===== src/core/axlr_pkg.sv =====
// shared constants, types and helpers for the register access block
package axlr_pkg;

	// ****************************************
	// widths
	// ****************************************
	localparam int AXLR_ADDR_W = 32;
	localparam int AXLR_DATA_W = 32;
	localparam int AXLR_STRB_W = 4;
	localparam int AXLR_CNT_W = 48;

	// ****************************************
	// response codes
	// ****************************************
	localparam logic [1:0] RESP_OKAY = 2'h0;
	localparam logic [1:0] RESP_EXOKAY = 2'h1;
	localparam logic [1:0] RESP_SLVERR = 2'h2;
	localparam logic [1:0] RESP_DECERR = 2'h3;

	// ****************************************
	// device pages and offsets
	// ****************************************
	localparam logic [31:0] CFG_PAGE_BASE = 32'h0000_0000;
	localparam logic [31:0] STAT_PAGE_BASE = 32'h0000_0200;
	localparam logic [31:0] PAGE_BYTES = 32'h0000_0200;
	localparam logic [31:0] OFF_VERSION = 32'h0000_0000;
	localparam logic [31:0] OFF_XCVR_RST = 32'h0000_0004;
	localparam logic [31:0] OFF_PATH_RST = 32'h0000_0008;
	localparam logic [31:0] OFF_TX_CFG = 32'h0000_000c;
	localparam logic [31:0] OFF_TX_DIAG = 32'h0000_0010;
	localparam logic [31:0] OFF_RX_CFG = 32'h0000_0014;
	localparam logic [31:0] OFF_LOOPBACK = 32'h0000_0018;
	localparam logic [31:0] OFF_CFG_GAP = 32'h0000_001c;
	localparam logic [31:0] OFF_STATUS = 32'h0000_0200;
	localparam logic [31:0] OFF_TICK = 32'h0000_02b0;
	localparam logic [31:0] OFF_CYC_LSB = 32'h0000_02b8;
	localparam logic [31:0] OFF_CYC_MSB = 32'h0000_02bc;
	localparam logic [31:0] OFF_ERR_LSB = 32'h0000_02c0;
	localparam logic [31:0] OFF_ERR_MSB = 32'h0000_02c4;
	localparam int XCVR_RST_BIT = 0;
	localparam int CNT_MSB_SHIFT = 32;
	localparam logic [31:0] CFG_RESET = 32'h0000_0000;
	localparam logic [31:0] STATUS_RESET = 32'h0000_0000;

	// ****************************************
	// controller offsets and fields
	// ****************************************
	localparam logic [31:0] H_OFF_CTRL = 32'h0000_0000;
	localparam logic [31:0] H_OFF_ADDR = 32'h0000_0004;
	localparam logic [31:0] H_OFF_WDATA = 32'h0000_0008;
	localparam logic [31:0] H_OFF_STRB = 32'h0000_000c;
	localparam logic [31:0] H_OFF_RDATA = 32'h0000_0010;
	localparam logic [31:0] H_OFF_STATUS = 32'h0000_0014;
	localparam logic [31:0] H_OFF_TICK = 32'h0000_0018;
	localparam int CTRL_WR_BIT = 0;
	localparam int CTRL_RD_BIT = 1;
	localparam int ST_BUSY_BIT = 0;
	localparam int ST_DONE_BIT = 1;
	localparam int ST_WERR_BIT = 2;
	localparam int ST_RERR_BIT = 3;
	localparam logic [3:0] STRB_RESET = 4'hf;
	localparam logic [1:0] BUS_RST_CYCLES = 2'h2;

	// ****************************************
	// access state machine
	// ****************************************
	typedef enum logic [1:0] {
		ST_IDLE = 2'b00,
		ST_WRITE = 2'b01,
		ST_READ = 2'b10,
		ST_ACK = 2'b11
	} axlr_state_e;

	// merge write data into a word by byte lanes
	function automatic logic [31:0] apply_strb(input logic [31:0] old_v, input logic [31:0] new_v,
		input logic [3:0] strb);
		logic [31:0] res;
		res = old_v;
		for (int i = 0; i < 4; i++)
		begin
			if (strb[i])
				res[i*8 +: 8] = new_v[i*8 +: 8];
		end
		return res;
	endfunction

	// error response test
	function automatic logic is_err(input logic [1:0] resp);
		return (resp == RESP_SLVERR) || (resp == RESP_DECERR);
	endfunction

endpackage


===== src/core/axlr_if.sv =====
// axi4-lite link between controller and register map
`timescale 1ns/1ps
interface axlr_if;
	import axlr_pkg::*;
	logic [AXLR_ADDR_W-1:0] awaddr;
	logic awvalid;
	logic awready;
	logic [AXLR_DATA_W-1:0] wdata;
	logic [AXLR_STRB_W-1:0] wstrb;
	logic wvalid;
	logic wready;
	logic [1:0] bresp;
	logic bvalid;
	logic bready;
	logic [AXLR_ADDR_W-1:0] araddr;
	logic arvalid;
	logic arready;
	logic [AXLR_DATA_W-1:0] rdata;
	logic [1:0] rresp;
	logic rvalid;
	logic rready;
	logic bus_sync_reset;
	logic perf_snapshot_pulse;

	modport dev (
		input awaddr, awvalid, wdata, wstrb, wvalid, bready, araddr, arvalid, rready,
		input bus_sync_reset, perf_snapshot_pulse,
		output awready, wready, bresp, bvalid, arready, rdata, rresp, rvalid
	);
	modport host (
		output awaddr, awvalid, wdata, wstrb, wvalid, bready, araddr, arvalid, rready,
		output bus_sync_reset, perf_snapshot_pulse,
		input awready, wready, bresp, bvalid, arready, rdata, rresp, rvalid
	);
endinterface


===== src/core/axlr_stat_cnt.sv =====
// saturating event accumulator with snapshot register
`timescale 1ns/1ps
module axlr_stat_cnt
	import axlr_pkg::*;
#(
	parameter int W = AXLR_CNT_W
)(
	input wire logic i_clk,
	input wire logic i_rst_n,
	input wire logic i_srst,
	input wire logic i_inc,
	input wire logic i_snap,
	output logic [W-1:0] o_count
);
	logic [W-1:0] acc_r;
	logic [W-1:0] snap_r;

	// accumulate, saturate to ones, restart on snapshot
	always_ff @(posedge i_clk or negedge i_rst_n)
	begin
		if (!i_rst_n)
			acc_r <= '0;
		else if (i_srst)
			acc_r <= '0;
		else if (i_snap)
			acc_r <= {{(W-1){1'b0}}, i_inc};
		else if (i_inc && (acc_r != {W{1'b1}}))
			acc_r <= acc_r + {{(W-1){1'b0}}, 1'b1};
	end

	// readable copy, held until the next snapshot
	always_ff @(posedge i_clk or negedge i_rst_n)
	begin
		if (!i_rst_n)
			snap_r <= '0;
		else if (i_srst)
			snap_r <= '0;
		else if (i_snap)
			snap_r <= acc_r;
	end

	assign o_count = snap_r;
endmodule


===== src/core/axlr_dev.sv =====
// register map end: axi4-lite slave with configuration and statistics pages
// How it works
// - idle rests; read request beats write request
// - write state drives address, data, strobes
// - write ends on response valid and ready
// - illegal write answers slave error, raises flag
// - read state drives address; ends on handshake
// - illegal read answers slave error, raises flag
// - acknowledge lasts one step, then idle
// - write response codes okay/exokay/slverr/decerr
// - read response uses the same codes
// - active-high reset sampled on the clock
// - data and addresses are 32 bits
// - master supplies four byte-lane strobes
// - read ready only when master can accept
// - two 512-byte pages at 0x000, 0x200
// - unmapped and gap addresses answer error
// - each register one aligned 32-bit word
// - reconfiguration-owned bits read as reserved
// - statistics page read-only but for the tick word; status clear-on-read, tick snapshot
`timescale 1ns/1ps
module axlr_dev
	import axlr_pkg::*;
#(
	parameter logic [31:0] VERSION = 32'h0000_0102, // arbitrary value
	parameter logic [31:0] RX_DRP_MASK = 32'h0000_0000,
	parameter int CNT_W = AXLR_CNT_W
)(
	input wire logic i_clk,
	input wire logic i_rst_n,
	axlr_if.dev bus,
	input wire logic [31:0] i_status_evt,
	input wire logic i_err_evt,
	output logic o_gt_reset_all,
	output logic [31:0] o_path_reset,
	output logic [31:0] o_tx_config,
	output logic [31:0] o_tx_diag_word,
	output logic [31:0] o_rx_config,
	output logic [31:0] o_loopback
);
	// ****************************************
	// declarations
	// ****************************************
	logic srst;
	logic awready_r;
	logic wready_r;
	logic bvalid_r;
	logic [1:0] bresp_r;
	logic arready_r;
	logic rvalid_r;
	logic [1:0] rresp_r;
	logic [31:0] rdata_r;
	logic wr_go;
	logic rd_go;
	logic wr_legal;
	logic rd_legal;
	logic [31:0] rd_word;
	logic gt_rst_r;
	logic [31:0] path_rst_r;
	logic [31:0] tx_cfg_r;
	logic [31:0] tx_diag_r;
	logic [31:0] rx_cfg_r;
	logic [31:0] loop_r;
	logic [31:0] status_r;
	logic snap;
	logic [CNT_W-1:0] cyc_cnt;
	logic [CNT_W-1:0] err_cnt;

	// writable words: configuration page except the version word, and the tick word
	function automatic logic addr_writable(input logic [31:0] a);
		return (a == OFF_XCVR_RST) || (a == OFF_PATH_RST) || (a == OFF_TX_CFG) ||
			(a == OFF_TX_DIAG) || (a == OFF_RX_CFG) || (a == OFF_LOOPBACK) || (a == OFF_TICK);
	endfunction

	// readable words: everything mapped
	function automatic logic addr_readable(input logic [31:0] a);
		return ((a >= CFG_PAGE_BASE) && (a < OFF_CFG_GAP) && (a[1:0] == 2'h0)) ||
			(a == OFF_STATUS) || (a == OFF_TICK) || (a == OFF_CYC_LSB) ||
			(a == OFF_CYC_MSB) || (a == OFF_ERR_LSB) || (a == OFF_ERR_MSB);
	endfunction

	assign srst = bus.bus_sync_reset;

	// ****************************************
	// write channel
	// ****************************************
	// one write when address and data both present
	assign wr_go = bus.awvalid && bus.wvalid && !awready_r && !bvalid_r;
	assign wr_legal = addr_writable(bus.awaddr);

	// address and data accept pulses
	always_ff @(posedge i_clk or negedge i_rst_n)
	begin
		if (!i_rst_n)
		begin
			awready_r <= 1'b0;
			wready_r <= 1'b0;
		end
		else if (srst)
		begin
			awready_r <= 1'b0;
			wready_r <= 1'b0;
		end
		else
		begin
			awready_r <= wr_go;
			wready_r <= wr_go;
		end
	end

	// response held until the master takes it
	always_ff @(posedge i_clk or negedge i_rst_n)
	begin
		if (!i_rst_n)
		begin
			bvalid_r <= 1'b0;
			bresp_r <= RESP_OKAY;
		end
		else if (srst)
		begin
			bvalid_r <= 1'b0;
			bresp_r <= RESP_OKAY;
		end
		else if (wr_go)
		begin
			bvalid_r <= 1'b1;
			bresp_r <= wr_legal ? RESP_OKAY : RESP_SLVERR;
		end
		else if (bvalid_r && bus.bready)
			bvalid_r <= 1'b0;
	end

	// ****************************************
	// configuration page
	// ****************************************
	// one word per register, byte lanes merged
	always_ff @(posedge i_clk or negedge i_rst_n)
	begin
		if (!i_rst_n)
		begin
			path_rst_r <= CFG_RESET;
			tx_cfg_r <= CFG_RESET;
			tx_diag_r <= CFG_RESET;
			rx_cfg_r <= CFG_RESET;
			loop_r <= CFG_RESET;
		end
		else if (srst)
		begin
			path_rst_r <= CFG_RESET;
			tx_cfg_r <= CFG_RESET;
			tx_diag_r <= CFG_RESET;
			rx_cfg_r <= CFG_RESET;
			loop_r <= CFG_RESET;
		end
		else if (wr_go)
		begin
			case (bus.awaddr)
				OFF_PATH_RST: path_rst_r <= apply_strb(path_rst_r, bus.wdata, bus.wstrb);
				OFF_TX_CFG: tx_cfg_r <= apply_strb(tx_cfg_r, bus.wdata, bus.wstrb);
				OFF_TX_DIAG: tx_diag_r <= apply_strb(tx_diag_r, bus.wdata, bus.wstrb);
				// bits owned by reconfiguration are not stored
				OFF_RX_CFG: rx_cfg_r <= apply_strb(rx_cfg_r, bus.wdata, bus.wstrb) & ~RX_DRP_MASK;
				OFF_LOOPBACK: loop_r <= apply_strb(loop_r, bus.wdata, bus.wstrb);
				default: loop_r <= loop_r;
			endcase
		end
	end

	// transceiver reset: a written one fires a single pulse, reads back zero
	always_ff @(posedge i_clk or negedge i_rst_n)
	begin
		if (!i_rst_n)
			gt_rst_r <= 1'b0;
		else if (srst)
			gt_rst_r <= 1'b0;
		else
			gt_rst_r <= wr_go && (bus.awaddr == OFF_XCVR_RST) && bus.wstrb[0] && bus.wdata[XCVR_RST_BIT];
	end

	// ****************************************
	// status and statistics page
	// ****************************************
	// snapshot on tick write or tick input
	assign snap = (wr_go && (bus.awaddr == OFF_TICK)) || bus.perf_snapshot_pulse;

	// latched-high status, cleared on read, new events win
	always_ff @(posedge i_clk or negedge i_rst_n)
	begin
		if (!i_rst_n)
			status_r <= STATUS_RESET;
		else if (srst)
			status_r <= STATUS_RESET;
		else if (rd_go && (bus.araddr == OFF_STATUS))
			status_r <= i_status_evt;
		else
			status_r <= status_r | i_status_evt;
	end

	// cycle counter between snapshots
	axlr_stat_cnt #(.W(CNT_W)) u_cyc_cnt (
		.i_clk(i_clk),
		.i_rst_n(i_rst_n),
		.i_srst(srst),
		.i_inc(1'b1),
		.i_snap(snap),
		.o_count(cyc_cnt)
	);

	// error event counter
	axlr_stat_cnt #(.W(CNT_W)) u_err_cnt (
		.i_clk(i_clk),
		.i_rst_n(i_rst_n),
		.i_srst(srst),
		.i_inc(i_err_evt),
		.i_snap(snap),
		.o_count(err_cnt)
	);

	// ****************************************
	// read channel
	// ****************************************
	assign rd_go = bus.arvalid && !arready_r && !rvalid_r;
	// only the two pages' mapped words answer okay
	assign rd_legal = addr_readable(bus.araddr);

	// read data mux
	always_comb
	begin
		case (bus.araddr)
			OFF_VERSION: rd_word = VERSION;
			OFF_PATH_RST: rd_word = path_rst_r;
			OFF_TX_CFG: rd_word = tx_cfg_r;
			OFF_TX_DIAG: rd_word = tx_diag_r;
			OFF_RX_CFG: rd_word = rx_cfg_r;
			OFF_LOOPBACK: rd_word = loop_r;
			OFF_STATUS: rd_word = status_r;
			OFF_CYC_LSB: rd_word = cyc_cnt[31:0];
			OFF_CYC_MSB: rd_word = 32'(cyc_cnt >> CNT_MSB_SHIFT);
			OFF_ERR_LSB: rd_word = err_cnt[31:0];
			OFF_ERR_MSB: rd_word = 32'(err_cnt >> CNT_MSB_SHIFT);
			default: rd_word = 32'h0;
		endcase
	end

	// address accept pulse
	always_ff @(posedge i_clk or negedge i_rst_n)
	begin
		if (!i_rst_n)
			arready_r <= 1'b0;
		else if (srst)
			arready_r <= 1'b0;
		else
			arready_r <= rd_go;
	end

	// data and response held until taken
	always_ff @(posedge i_clk or negedge i_rst_n)
	begin
		if (!i_rst_n)
		begin
			rvalid_r <= 1'b0;
			rresp_r <= RESP_OKAY;
			rdata_r <= 32'h0;
		end
		else if (srst)
		begin
			rvalid_r <= 1'b0;
			rresp_r <= RESP_OKAY;
			rdata_r <= 32'h0;
		end
		else if (rd_go)
		begin
			rvalid_r <= 1'b1;
			rresp_r <= rd_legal ? RESP_OKAY : RESP_SLVERR;
			rdata_r <= rd_word;
		end
		else if (rvalid_r && bus.rready)
			rvalid_r <= 1'b0;
	end

	// ****************************************
	// outputs
	// ****************************************
	assign bus.awready = awready_r;
	assign bus.wready = wready_r;
	assign bus.bvalid = bvalid_r;
	assign bus.bresp = bresp_r;
	assign bus.arready = arready_r;
	assign bus.rvalid = rvalid_r;
	assign bus.rresp = rresp_r;
	assign bus.rdata = rdata_r;
	assign o_gt_reset_all = gt_rst_r;
	assign o_path_reset = path_rst_r;
	assign o_tx_config = tx_cfg_r;
	assign o_tx_diag_word = tx_diag_r;
	assign o_rx_config = rx_cfg_r;
	assign o_loopback = loop_r;
endmodule


===== src/flat_wrapper.sv =====
// flat-port wrapper written by rule: the top's interface ports become plain ports
module axlr_dev_flat import axlr_pkg::*;
#(
	parameter logic [31:0] VERSION = 32'h0000_0102,                   
	parameter logic [31:0] RX_DRP_MASK = 32'h0000_0000,
	parameter int CNT_W = AXLR_CNT_W
)
  (i_clk, i_rst_n, i_status_evt, i_err_evt, o_gt_reset_all, o_path_reset, o_tx_config, o_tx_diag_word, o_rx_config, o_loopback, bus_awaddr, bus_awvalid, bus_wdata, bus_wstrb, bus_wvalid, bus_bready, bus_araddr, bus_arvalid, bus_rready, bus_bus_sync_reset, bus_perf_snapshot_pulse, bus_awready, bus_wready, bus_bresp, bus_bvalid, bus_arready, bus_rdata, bus_rresp, bus_rvalid);
  axlr_if bus_i ();
  input wire logic i_clk;
  input wire logic i_rst_n;
  input wire logic [31:0] i_status_evt;
  input wire logic i_err_evt;
  output logic o_gt_reset_all;
  output logic [31:0] o_path_reset;
  output logic [31:0] o_tx_config;
  output logic [31:0] o_tx_diag_word;
  output logic [31:0] o_rx_config;
  output logic [31:0] o_loopback;
  input wire logic [$bits(bus_i.awaddr)-1:0] bus_awaddr;
  input wire logic [$bits(bus_i.awvalid)-1:0] bus_awvalid;
  input wire logic [$bits(bus_i.wdata)-1:0] bus_wdata;
  input wire logic [$bits(bus_i.wstrb)-1:0] bus_wstrb;
  input wire logic [$bits(bus_i.wvalid)-1:0] bus_wvalid;
  input wire logic [$bits(bus_i.bready)-1:0] bus_bready;
  input wire logic [$bits(bus_i.araddr)-1:0] bus_araddr;
  input wire logic [$bits(bus_i.arvalid)-1:0] bus_arvalid;
  input wire logic [$bits(bus_i.rready)-1:0] bus_rready;
  input wire logic [$bits(bus_i.bus_sync_reset)-1:0] bus_bus_sync_reset;
  input wire logic [$bits(bus_i.perf_snapshot_pulse)-1:0] bus_perf_snapshot_pulse;
  output wire logic [$bits(bus_i.awready)-1:0] bus_awready;
  output wire logic [$bits(bus_i.wready)-1:0] bus_wready;
  output wire logic [$bits(bus_i.bresp)-1:0] bus_bresp;
  output wire logic [$bits(bus_i.bvalid)-1:0] bus_bvalid;
  output wire logic [$bits(bus_i.arready)-1:0] bus_arready;
  output wire logic [$bits(bus_i.rdata)-1:0] bus_rdata;
  output wire logic [$bits(bus_i.rresp)-1:0] bus_rresp;
  output wire logic [$bits(bus_i.rvalid)-1:0] bus_rvalid;
  assign bus_i.awaddr = bus_awaddr;
  assign bus_i.awvalid = bus_awvalid;
  assign bus_i.wdata = bus_wdata;
  assign bus_i.wstrb = bus_wstrb;
  assign bus_i.wvalid = bus_wvalid;
  assign bus_i.bready = bus_bready;
  assign bus_i.araddr = bus_araddr;
  assign bus_i.arvalid = bus_arvalid;
  assign bus_i.rready = bus_rready;
  assign bus_i.bus_sync_reset = bus_bus_sync_reset;
  assign bus_i.perf_snapshot_pulse = bus_perf_snapshot_pulse;
  assign bus_awready = bus_i.awready;
  assign bus_wready = bus_i.wready;
  assign bus_bresp = bus_i.bresp;
  assign bus_bvalid = bus_i.bvalid;
  assign bus_arready = bus_i.arready;
  assign bus_rdata = bus_i.rdata;
  assign bus_rresp = bus_i.rresp;
  assign bus_rvalid = bus_i.rvalid;
  axlr_dev #(.VERSION(VERSION), .RX_DRP_MASK(RX_DRP_MASK), .CNT_W(CNT_W)) u_core (.i_clk(i_clk), .i_rst_n(i_rst_n), .bus(bus_i), .i_status_evt(i_status_evt), .i_err_evt(i_err_evt), .o_gt_reset_all(o_gt_reset_all), .o_path_reset(o_path_reset), .o_tx_config(o_tx_config), .o_tx_diag_word(o_tx_diag_word), .o_rx_config(o_rx_config), .o_loopback(o_loopback));
endmodule

===== config.mk =====
export PLATFORM = sky130hd
export DESIGN_NAME = axlr_dev_flat
export DESIGN_NICKNAME = d
export VERILOG_FILES = /design/src/core/axlr_pkg.sv /design/src/core/axlr_if.sv /design/src/core/axlr_stat_cnt.sv /design/src/core/axlr_dev.sv /design/src/flat_wrapper.sv
export SDC_FILE = /design/constraint.sdc
export NUM_CORES = 1
export LEC_CHECK = 0
export ABC_CLOCK_PERIOD_IN_PS = 3000
export BUFFER_PORTS_ARGS = -buffer_cell sky130_fd_sc_hd__buf_2
export CAP_MARGIN = 20
export CORE_MARGIN = 2
export CORE_UTILIZATION = 40
export CTS_CLUSTER_DIAMETER = 60
export DETAILED_ROUTE_END_ITERATION = 6
export SYNTH_ARGS = -nofsm -noshare
export SYNTH_HDL_FRONTEND = slang
export SYNTH_HIERARCHICAL = 1
export SYNTH_SLANG_ARGS = --single-unit

===== constraint.sdc =====
create_clock -name i_clk -period 3 [get_ports i_clk]
set_input_delay 0.3 -clock i_clk [delete_from_list [all_inputs] [get_ports i_clk]]
set_output_delay 0.3 -clock i_clk [all_outputs]
set_load 0.03 [all_outputs]

# Yosys cells after proc, flatten, opt, wreduce, memory -nomap -nowiden
# Index checks and enable logic that the tools add are counted.
[classes]
addsub = 2
n_mul = 0
n_div = 0
order_cmp = 2
eq_ne = 20
shifts = 0
n_mux = 49
bitwise_logic = 1
reduce_logical = 70
[op_table]
columns = ["operator", "count"]
rows = [
  ["32-bit two-way mux", 19],
  ["48-bit two-way mux", 10],
  ["32-bit case mux with 11 select lines", 1],
  ["32-bit by 10-bit equality test with 1-bit output (second input constant)", 7],
  ["32-bit by 5-bit equality test with 1-bit output (second input constant)", 6],
  ["32-bit by 4-bit equality test with 1-bit output (second input constant)", 4],
  ["48-bit by 1-bit adder with 48-bit output (second input constant)", 2],
  ["48-bit inequality test (second input constant)", 2],
  ["3-bit AND reduction", 20],
  ["32-bit by 3-bit equality test with 1-bit output (second input constant)", 1],
  ["32-bit by 1-bit greater-or-equal comparator with 1-bit output (second input constant)", 1],
  ["32-bit zero test", 1],
  ["32-bit by 5-bit < comparator with 1-bit output (second input constant)", 1],
  ["8-bit two-way mux", 4],
  ["32-bit bitwise OR", 1],
  ["2-bit nonzero test", 12],
  ["1-bit logical AND", 15],
  ["1-bit logical OR", 13],
  ["2-bit two-way mux", 6],
  ["3-bit nonzero test", 4],
  ["1-bit two-way mux", 9],
  ["1-bit zero test", 4],
  ["2-bit zero test", 1],
]
[totals]
regBits = 425
latchBits = 0
mem_bits_rw = 0
romBits = 0
output_inout_bits = 202
word_cells = 177
n_memories = 0

# Depth between registers and ports, before layout
[logic_depth]
ltp_word = 12
mapped_depth = 10

# Cells and area by module
# The synthesis kept the hierarchy.
[by_module_without_submodules]
columns = ["mod", "n_inst", "cells_each", "area_each_um2", "seq_area_each_um2"]
rows = [
  ["axlr_dev", 1, 1100, 11735.0, 5780.5],
  ["axlr_stat_cnt at u_core.u_err_cnt", 1, 444, 4649.5, 2402.3],
  ["axlr_stat_cnt at u_core.u_cyc_cnt", 1, 463, 4603.2, 2402.3],
]

# Least setup slack after synthesis
# Ideal clock, no wire load.
[synth_timing]
path_kind = "input -> register"
startpoint = "input port bus_awaddr[4]"
endpoint = "register u_core.u_cyc_cnt.snap_r[10] (netlist: u_core/u_cyc_cnt/o_count[10])"
setup_time_ns = 0.132
arrival_ns = 2.389
required_ns = 2.868
slack_ns = 0.479
path_stages = 8
n_path_buf = 3
path_cell_list = "clkbuf_1 -> nor3b_1 -> nand4_1 -> o21bai_1 -> clkbuf_1 -> buf_1 -> mux2i_1 -> nor2_1"
[synth_via]
elab_chain_cells = 4
[synth_lines]
columns = ["element", "line", "text"]
rows = [
  ["start, declared", "flat_wrapper.sv:20", "input wire logic [$bits(bus_i.awaddr)-1:0] bus_awaddr;"],
  ["32-bit by 10-bit equality test with 1-bit output", "axlr_dev.sv:184", "assign snap = (wr_go && (bus.awaddr == OFF_TICK)) || bus.perf_snapshot_pulse;"],
  ["1-bit logical AND", "axlr_dev.sv:184", ""],
  ["1-bit logical OR", "axlr_dev.sv:184", ""],
  ["named net u_core.snap", "axlr_dev.sv:65", "logic snap;"],
  ["2-bit nonzero test (no line)", "--", ""],
  ["end signal, assigned", "axlr_stat_cnt.sv:39", "snap_r <= acc_r;"],
  ["end, declared", "axlr_stat_cnt.sv:16", "logic [W-1:0] snap_r;"],
]
# The timed path passes the listed nets, and every way through them passes these cells.
# A chain may end at the register's enable or synchronous reset.

# Worst setup path after layout
[layout_timing]
startpoint = "register u_core.u_cyc_cnt.acc_r[24]"
endpoint = "register u_core.u_cyc_cnt.acc_r[17]"
[layout_via]
elab_chain_cells = 2
[layout_lines]
columns = ["element", "line", "text"]
rows = [
  ["start, declared", "axlr_stat_cnt.sv:15", "logic [W-1:0] acc_r;"],
  ["start signal, assigned", "axlr_stat_cnt.sv:26", "acc_r <= {{(W-1){1'b0}}, i_inc};"],
  ["start signal, assigned", "axlr_stat_cnt.sv:28", "acc_r <= acc_r + {{(W-1){1'b0}}, 1'b1};"],
  ["48-bit inequality test", "axlr_stat_cnt.sv:27", "else if (i_inc && (acc_r != {W{1'b1}}))"],
  ["3-bit nonzero test (no line)", "--", ""],
]
# Every way passes these cells.

==> run metrics <==
CTS tree built; total power approximately 13 mW; worst r2r src u_core/u_cyc_cnt/acc_r[24]$_DFFE_PN0P_; sequential element share of the synthesized area between 50% and 60%; drt first pass iters 7; Post-Synthesis Cells roughly 2k; Rel. slew slack 40.9%; CTS Sinks 423; Startpoint Class flip-flop; status finished clean; num rows 83; Buf+Inv Stages, Crit Path 1; post-route ant nets 0; unrepaired setup endpoints after global routing no; met2 Resource Use GR between 40% and 50%; gr busiest metal met2; I/O Pins ~340; most frequent cell after synthesis dfrtp_1; routed vias/inst just over 6; CTS Root Cell clkbuf_16; share of the synthesized area in the top cell type between 50% and 60%; Worst-path clk slew approximately 0.06 ns; Critical Path Fanout Max 13; largest net degree at the start of global routing 84; first-pass GRT wire length around 120,000 µm; 1st-iter DRT viols 2,096; later-pin clock latency in the skew report about 0.6 ns; final-report hold violation count 0; Post-synth EDFFs 0; WS Path Type reg2reg; biggest area consumer among synthesized cells dfrtp_1; met1 Use GR between 40 and 50%; grt ovf 0; PortBufs between 300 and 400; crit path from u_core/u_cyc_cnt/acc_r[24]$_DFFE_PN0P_; Tmin final around 2.8 ns; ranking of synthesized cells by area dfrtp_1, mux2i_1, nor2_1; post_cts resized 0; met3 usage between 4 and 5%; Post-layout nets 2,544; Final GP Congestion 0.934; Max IR drop VDD between 300 and 400 µV; mean area per synthesized cell around 10 µm²; Diodes inserted 0; fillers 4,731; cell family with most CP delay simple AND/OR/NAND/NOR gates; fin. max-slew vios 0; mapped cell area 21,000 µm²; Core Util, Final around 50%; max cap viols 0; fmax ~360 MHz; Core ar. between 50,000 and 60,000 µm²; die area ~54,000 µm²; Post-Place Cell Area 23,700 µm²; Inst Count DP slightly below 3k; htree depth 2; PwrDens 485 nW/µm²; setup TNS 0 ns; critical-path cell list nand4_1, nor4_1, nand2_1, o2111ai_1, buf_4, xor2_1, nor2_1; Area Growth Syn to Fin 23.6%; DRC Markers 0; Unique masters post-synth 83; #FFs+latches synth around 420; final setup fails 0; WP data arrival 3.22 ns; CTS max path bufs 3; Vias 19.0k; biggest cell delay along the critical path about 0.67 ns; share of cells above drive strength 1 a little under a quarter; DP HPWL between 50,000 and 60,000 µm; critical path's slowest cell nor4_1; Setup Skew approximately 0.026 ns; setup bufs post-CTS 0; CP required about 3.5 ns; hold_sp bus_wdata[10]; vias in the first global route 18.3k; die height roughly 230 µm; HP Class in2reg; Setup crit end kind flip-flop; WL/cell about 26 µm; all-layer global routing usage between 20% and 30%; Routed WL ~80,000 µm; actual slew at the worst max-slew pin around 0.87 ns; final instance area around 26,000 µm²; cts bufs inserted between 40 and 50; initial antenna violation count 2; Initial Utilization between 40 and 50%; static leakage 12.0 nW; synth cell count leaders dfrtp_1, nor2_1, mux2i_1; share of flip-flops with an asynchronous set or reset between 90% and 100%; Final period util around 92%; Primary FF master, synth dfrtp_1; Final Non-Filler Cells between 3k and 4k; die width approximately 230 µm; warnings from Yosys 6
## timing repair
item,4_1_cts,5_1_grt
hold buffers,66,0
setup endpoints to repair,0,0
endpoints found under the hold margin,128,0
## placed cells by master, fill, tap and decap left out, types with 35 or more instances in the layout
| master | netlist | routed |
|---|---|---|
| a22o_1 | 43 | 43 |
| dlygate4sd3_1 | 0 | 66 |
| nand4_1 | 35 | 35 |
| clkbuf_16 | 0 | 50 |
| dfrtp_1 | 423 | 423 |
| mux2i_1 | 163 | 163 |
| nor2_1 | 242 | 241 |
| nor3_1 | 115 | 115 |
| a21oi_1 | 84 | 84 |
| buf_2 | 24 | 339 |
| buf_4 | 8 | 70 |
| nand3_1 | 42 | 42 |
| a222oi_1 | 39 | 39 |
| nand2_1 | 137 | 137 |
| a31o_1 | 96 | 96 |
## power breakdown
part / switching, mW / internal (mW)
logic: 0.510 / 0.260
registers: 0.0489 / 5.75
clock network: 2.47 / 3.56
total: 3.03 / 9.56
## cells by family (layout without fill, tap and decap cells)
family	after synthesis	after routing	share of synthesized area, %
mux	163	163	7.77
simple gates	755	755	19.4
fa+ha+maj	2	2	0.119
buf+inv	161	587	3.46
compound gates	456	456	16.9
other cells	2	4	0.0358
flops	423	423	50.4
xor+xnor	45	45	1.88
## final timing paths
path,end,cells after the start,slack (ns)
worst max-delay path,u_core/u_cyc_cnt/acc_r[17]$_DFFE_PN0P_,7,0.24
worst min-delay path,u_core/o_tx_diag_word[10]$_DFFE_PN0P_,3,0.009
worst max register to register,u_core/u_cyc_cnt/acc_r[17]$_DFFE_PN0P_,7,0.24
worst min register to register,u_core/bus.rdata[29]$_DFFE_PN0P_,1,0.50
max in group asynchronous,u_core/status_r[11]$_DFF_PN0_,3,1.82
min in group asynchronous,u_core/bus.bvalid$_DFFE_PN0P_,2,0.26
## cell type report
type / instances / area [µm²] / area share, %
Timing Repair Buffer: 489 / 3150 / 12.1
Tap cell: 680 / 851 / 3.28
Clock inverter: 14 / 169 / 0.651
Clock buffer: 72 / 1430 / 5.53
Inverter: 12 / 47.5 / 0.183
Sequential cell: 423 / 10600 / 40.8
Multi-Input combinational cell: 1425 / 9710 / 37.4
## registers in the layout (all words and copies together), names as in the netlist
signal,cells
u_core/o_tx_diag_word,32
u_core/status_r,32
u_core/o_loopback,32
u_core/bus.bvalid,1
u_core/u_cyc_cnt/o_count,48
u_core/bus.wready,1
u_core/bus.rvalid,1
u_core/o_tx_config,32
u_core/bus.arready,1
u_core/o_gt_reset_all,1
u_core/u_err_cnt/o_count,48
u_core/bus.rresp,1
u_core/bus.rdata,32
u_core/bus.bresp,1
u_core/o_rx_config,32
u_core/u_cyc_cnt/acc_r,48
u_core/u_err_cnt/acc_r,48
u_core/o_path_reset,32
## per-layer routing
layer,vias to the layer above,wire length [µm]
met5,-,0
met4,0,3260
met3,165,5860
met2,841,36900
met1,9665,34300
li1,8332,-
## worst reg2reg max path, cell delays in order (launching register included)
cell and delay, ns:
dfrtp_1 0.44, nand4_1 0.31, nor4_1 0.67, nand2_1 0.42, o2111ai_1 0.36, buf_4 0.24
xor2_1 0.15, nor2_1 0.05
## through the flow
step                      hold WS (ns)  setup WS [ns]
final                          0.00854          0.244
after global routing            0.0184         0.0231
after CTS                      0.00190          0.353
after detailed placement         0.333          0.231
after global placement           0.331          0.239
after floorplan                0.00441          0.479
Note: power is estimated with default switching activity, not from simulation.
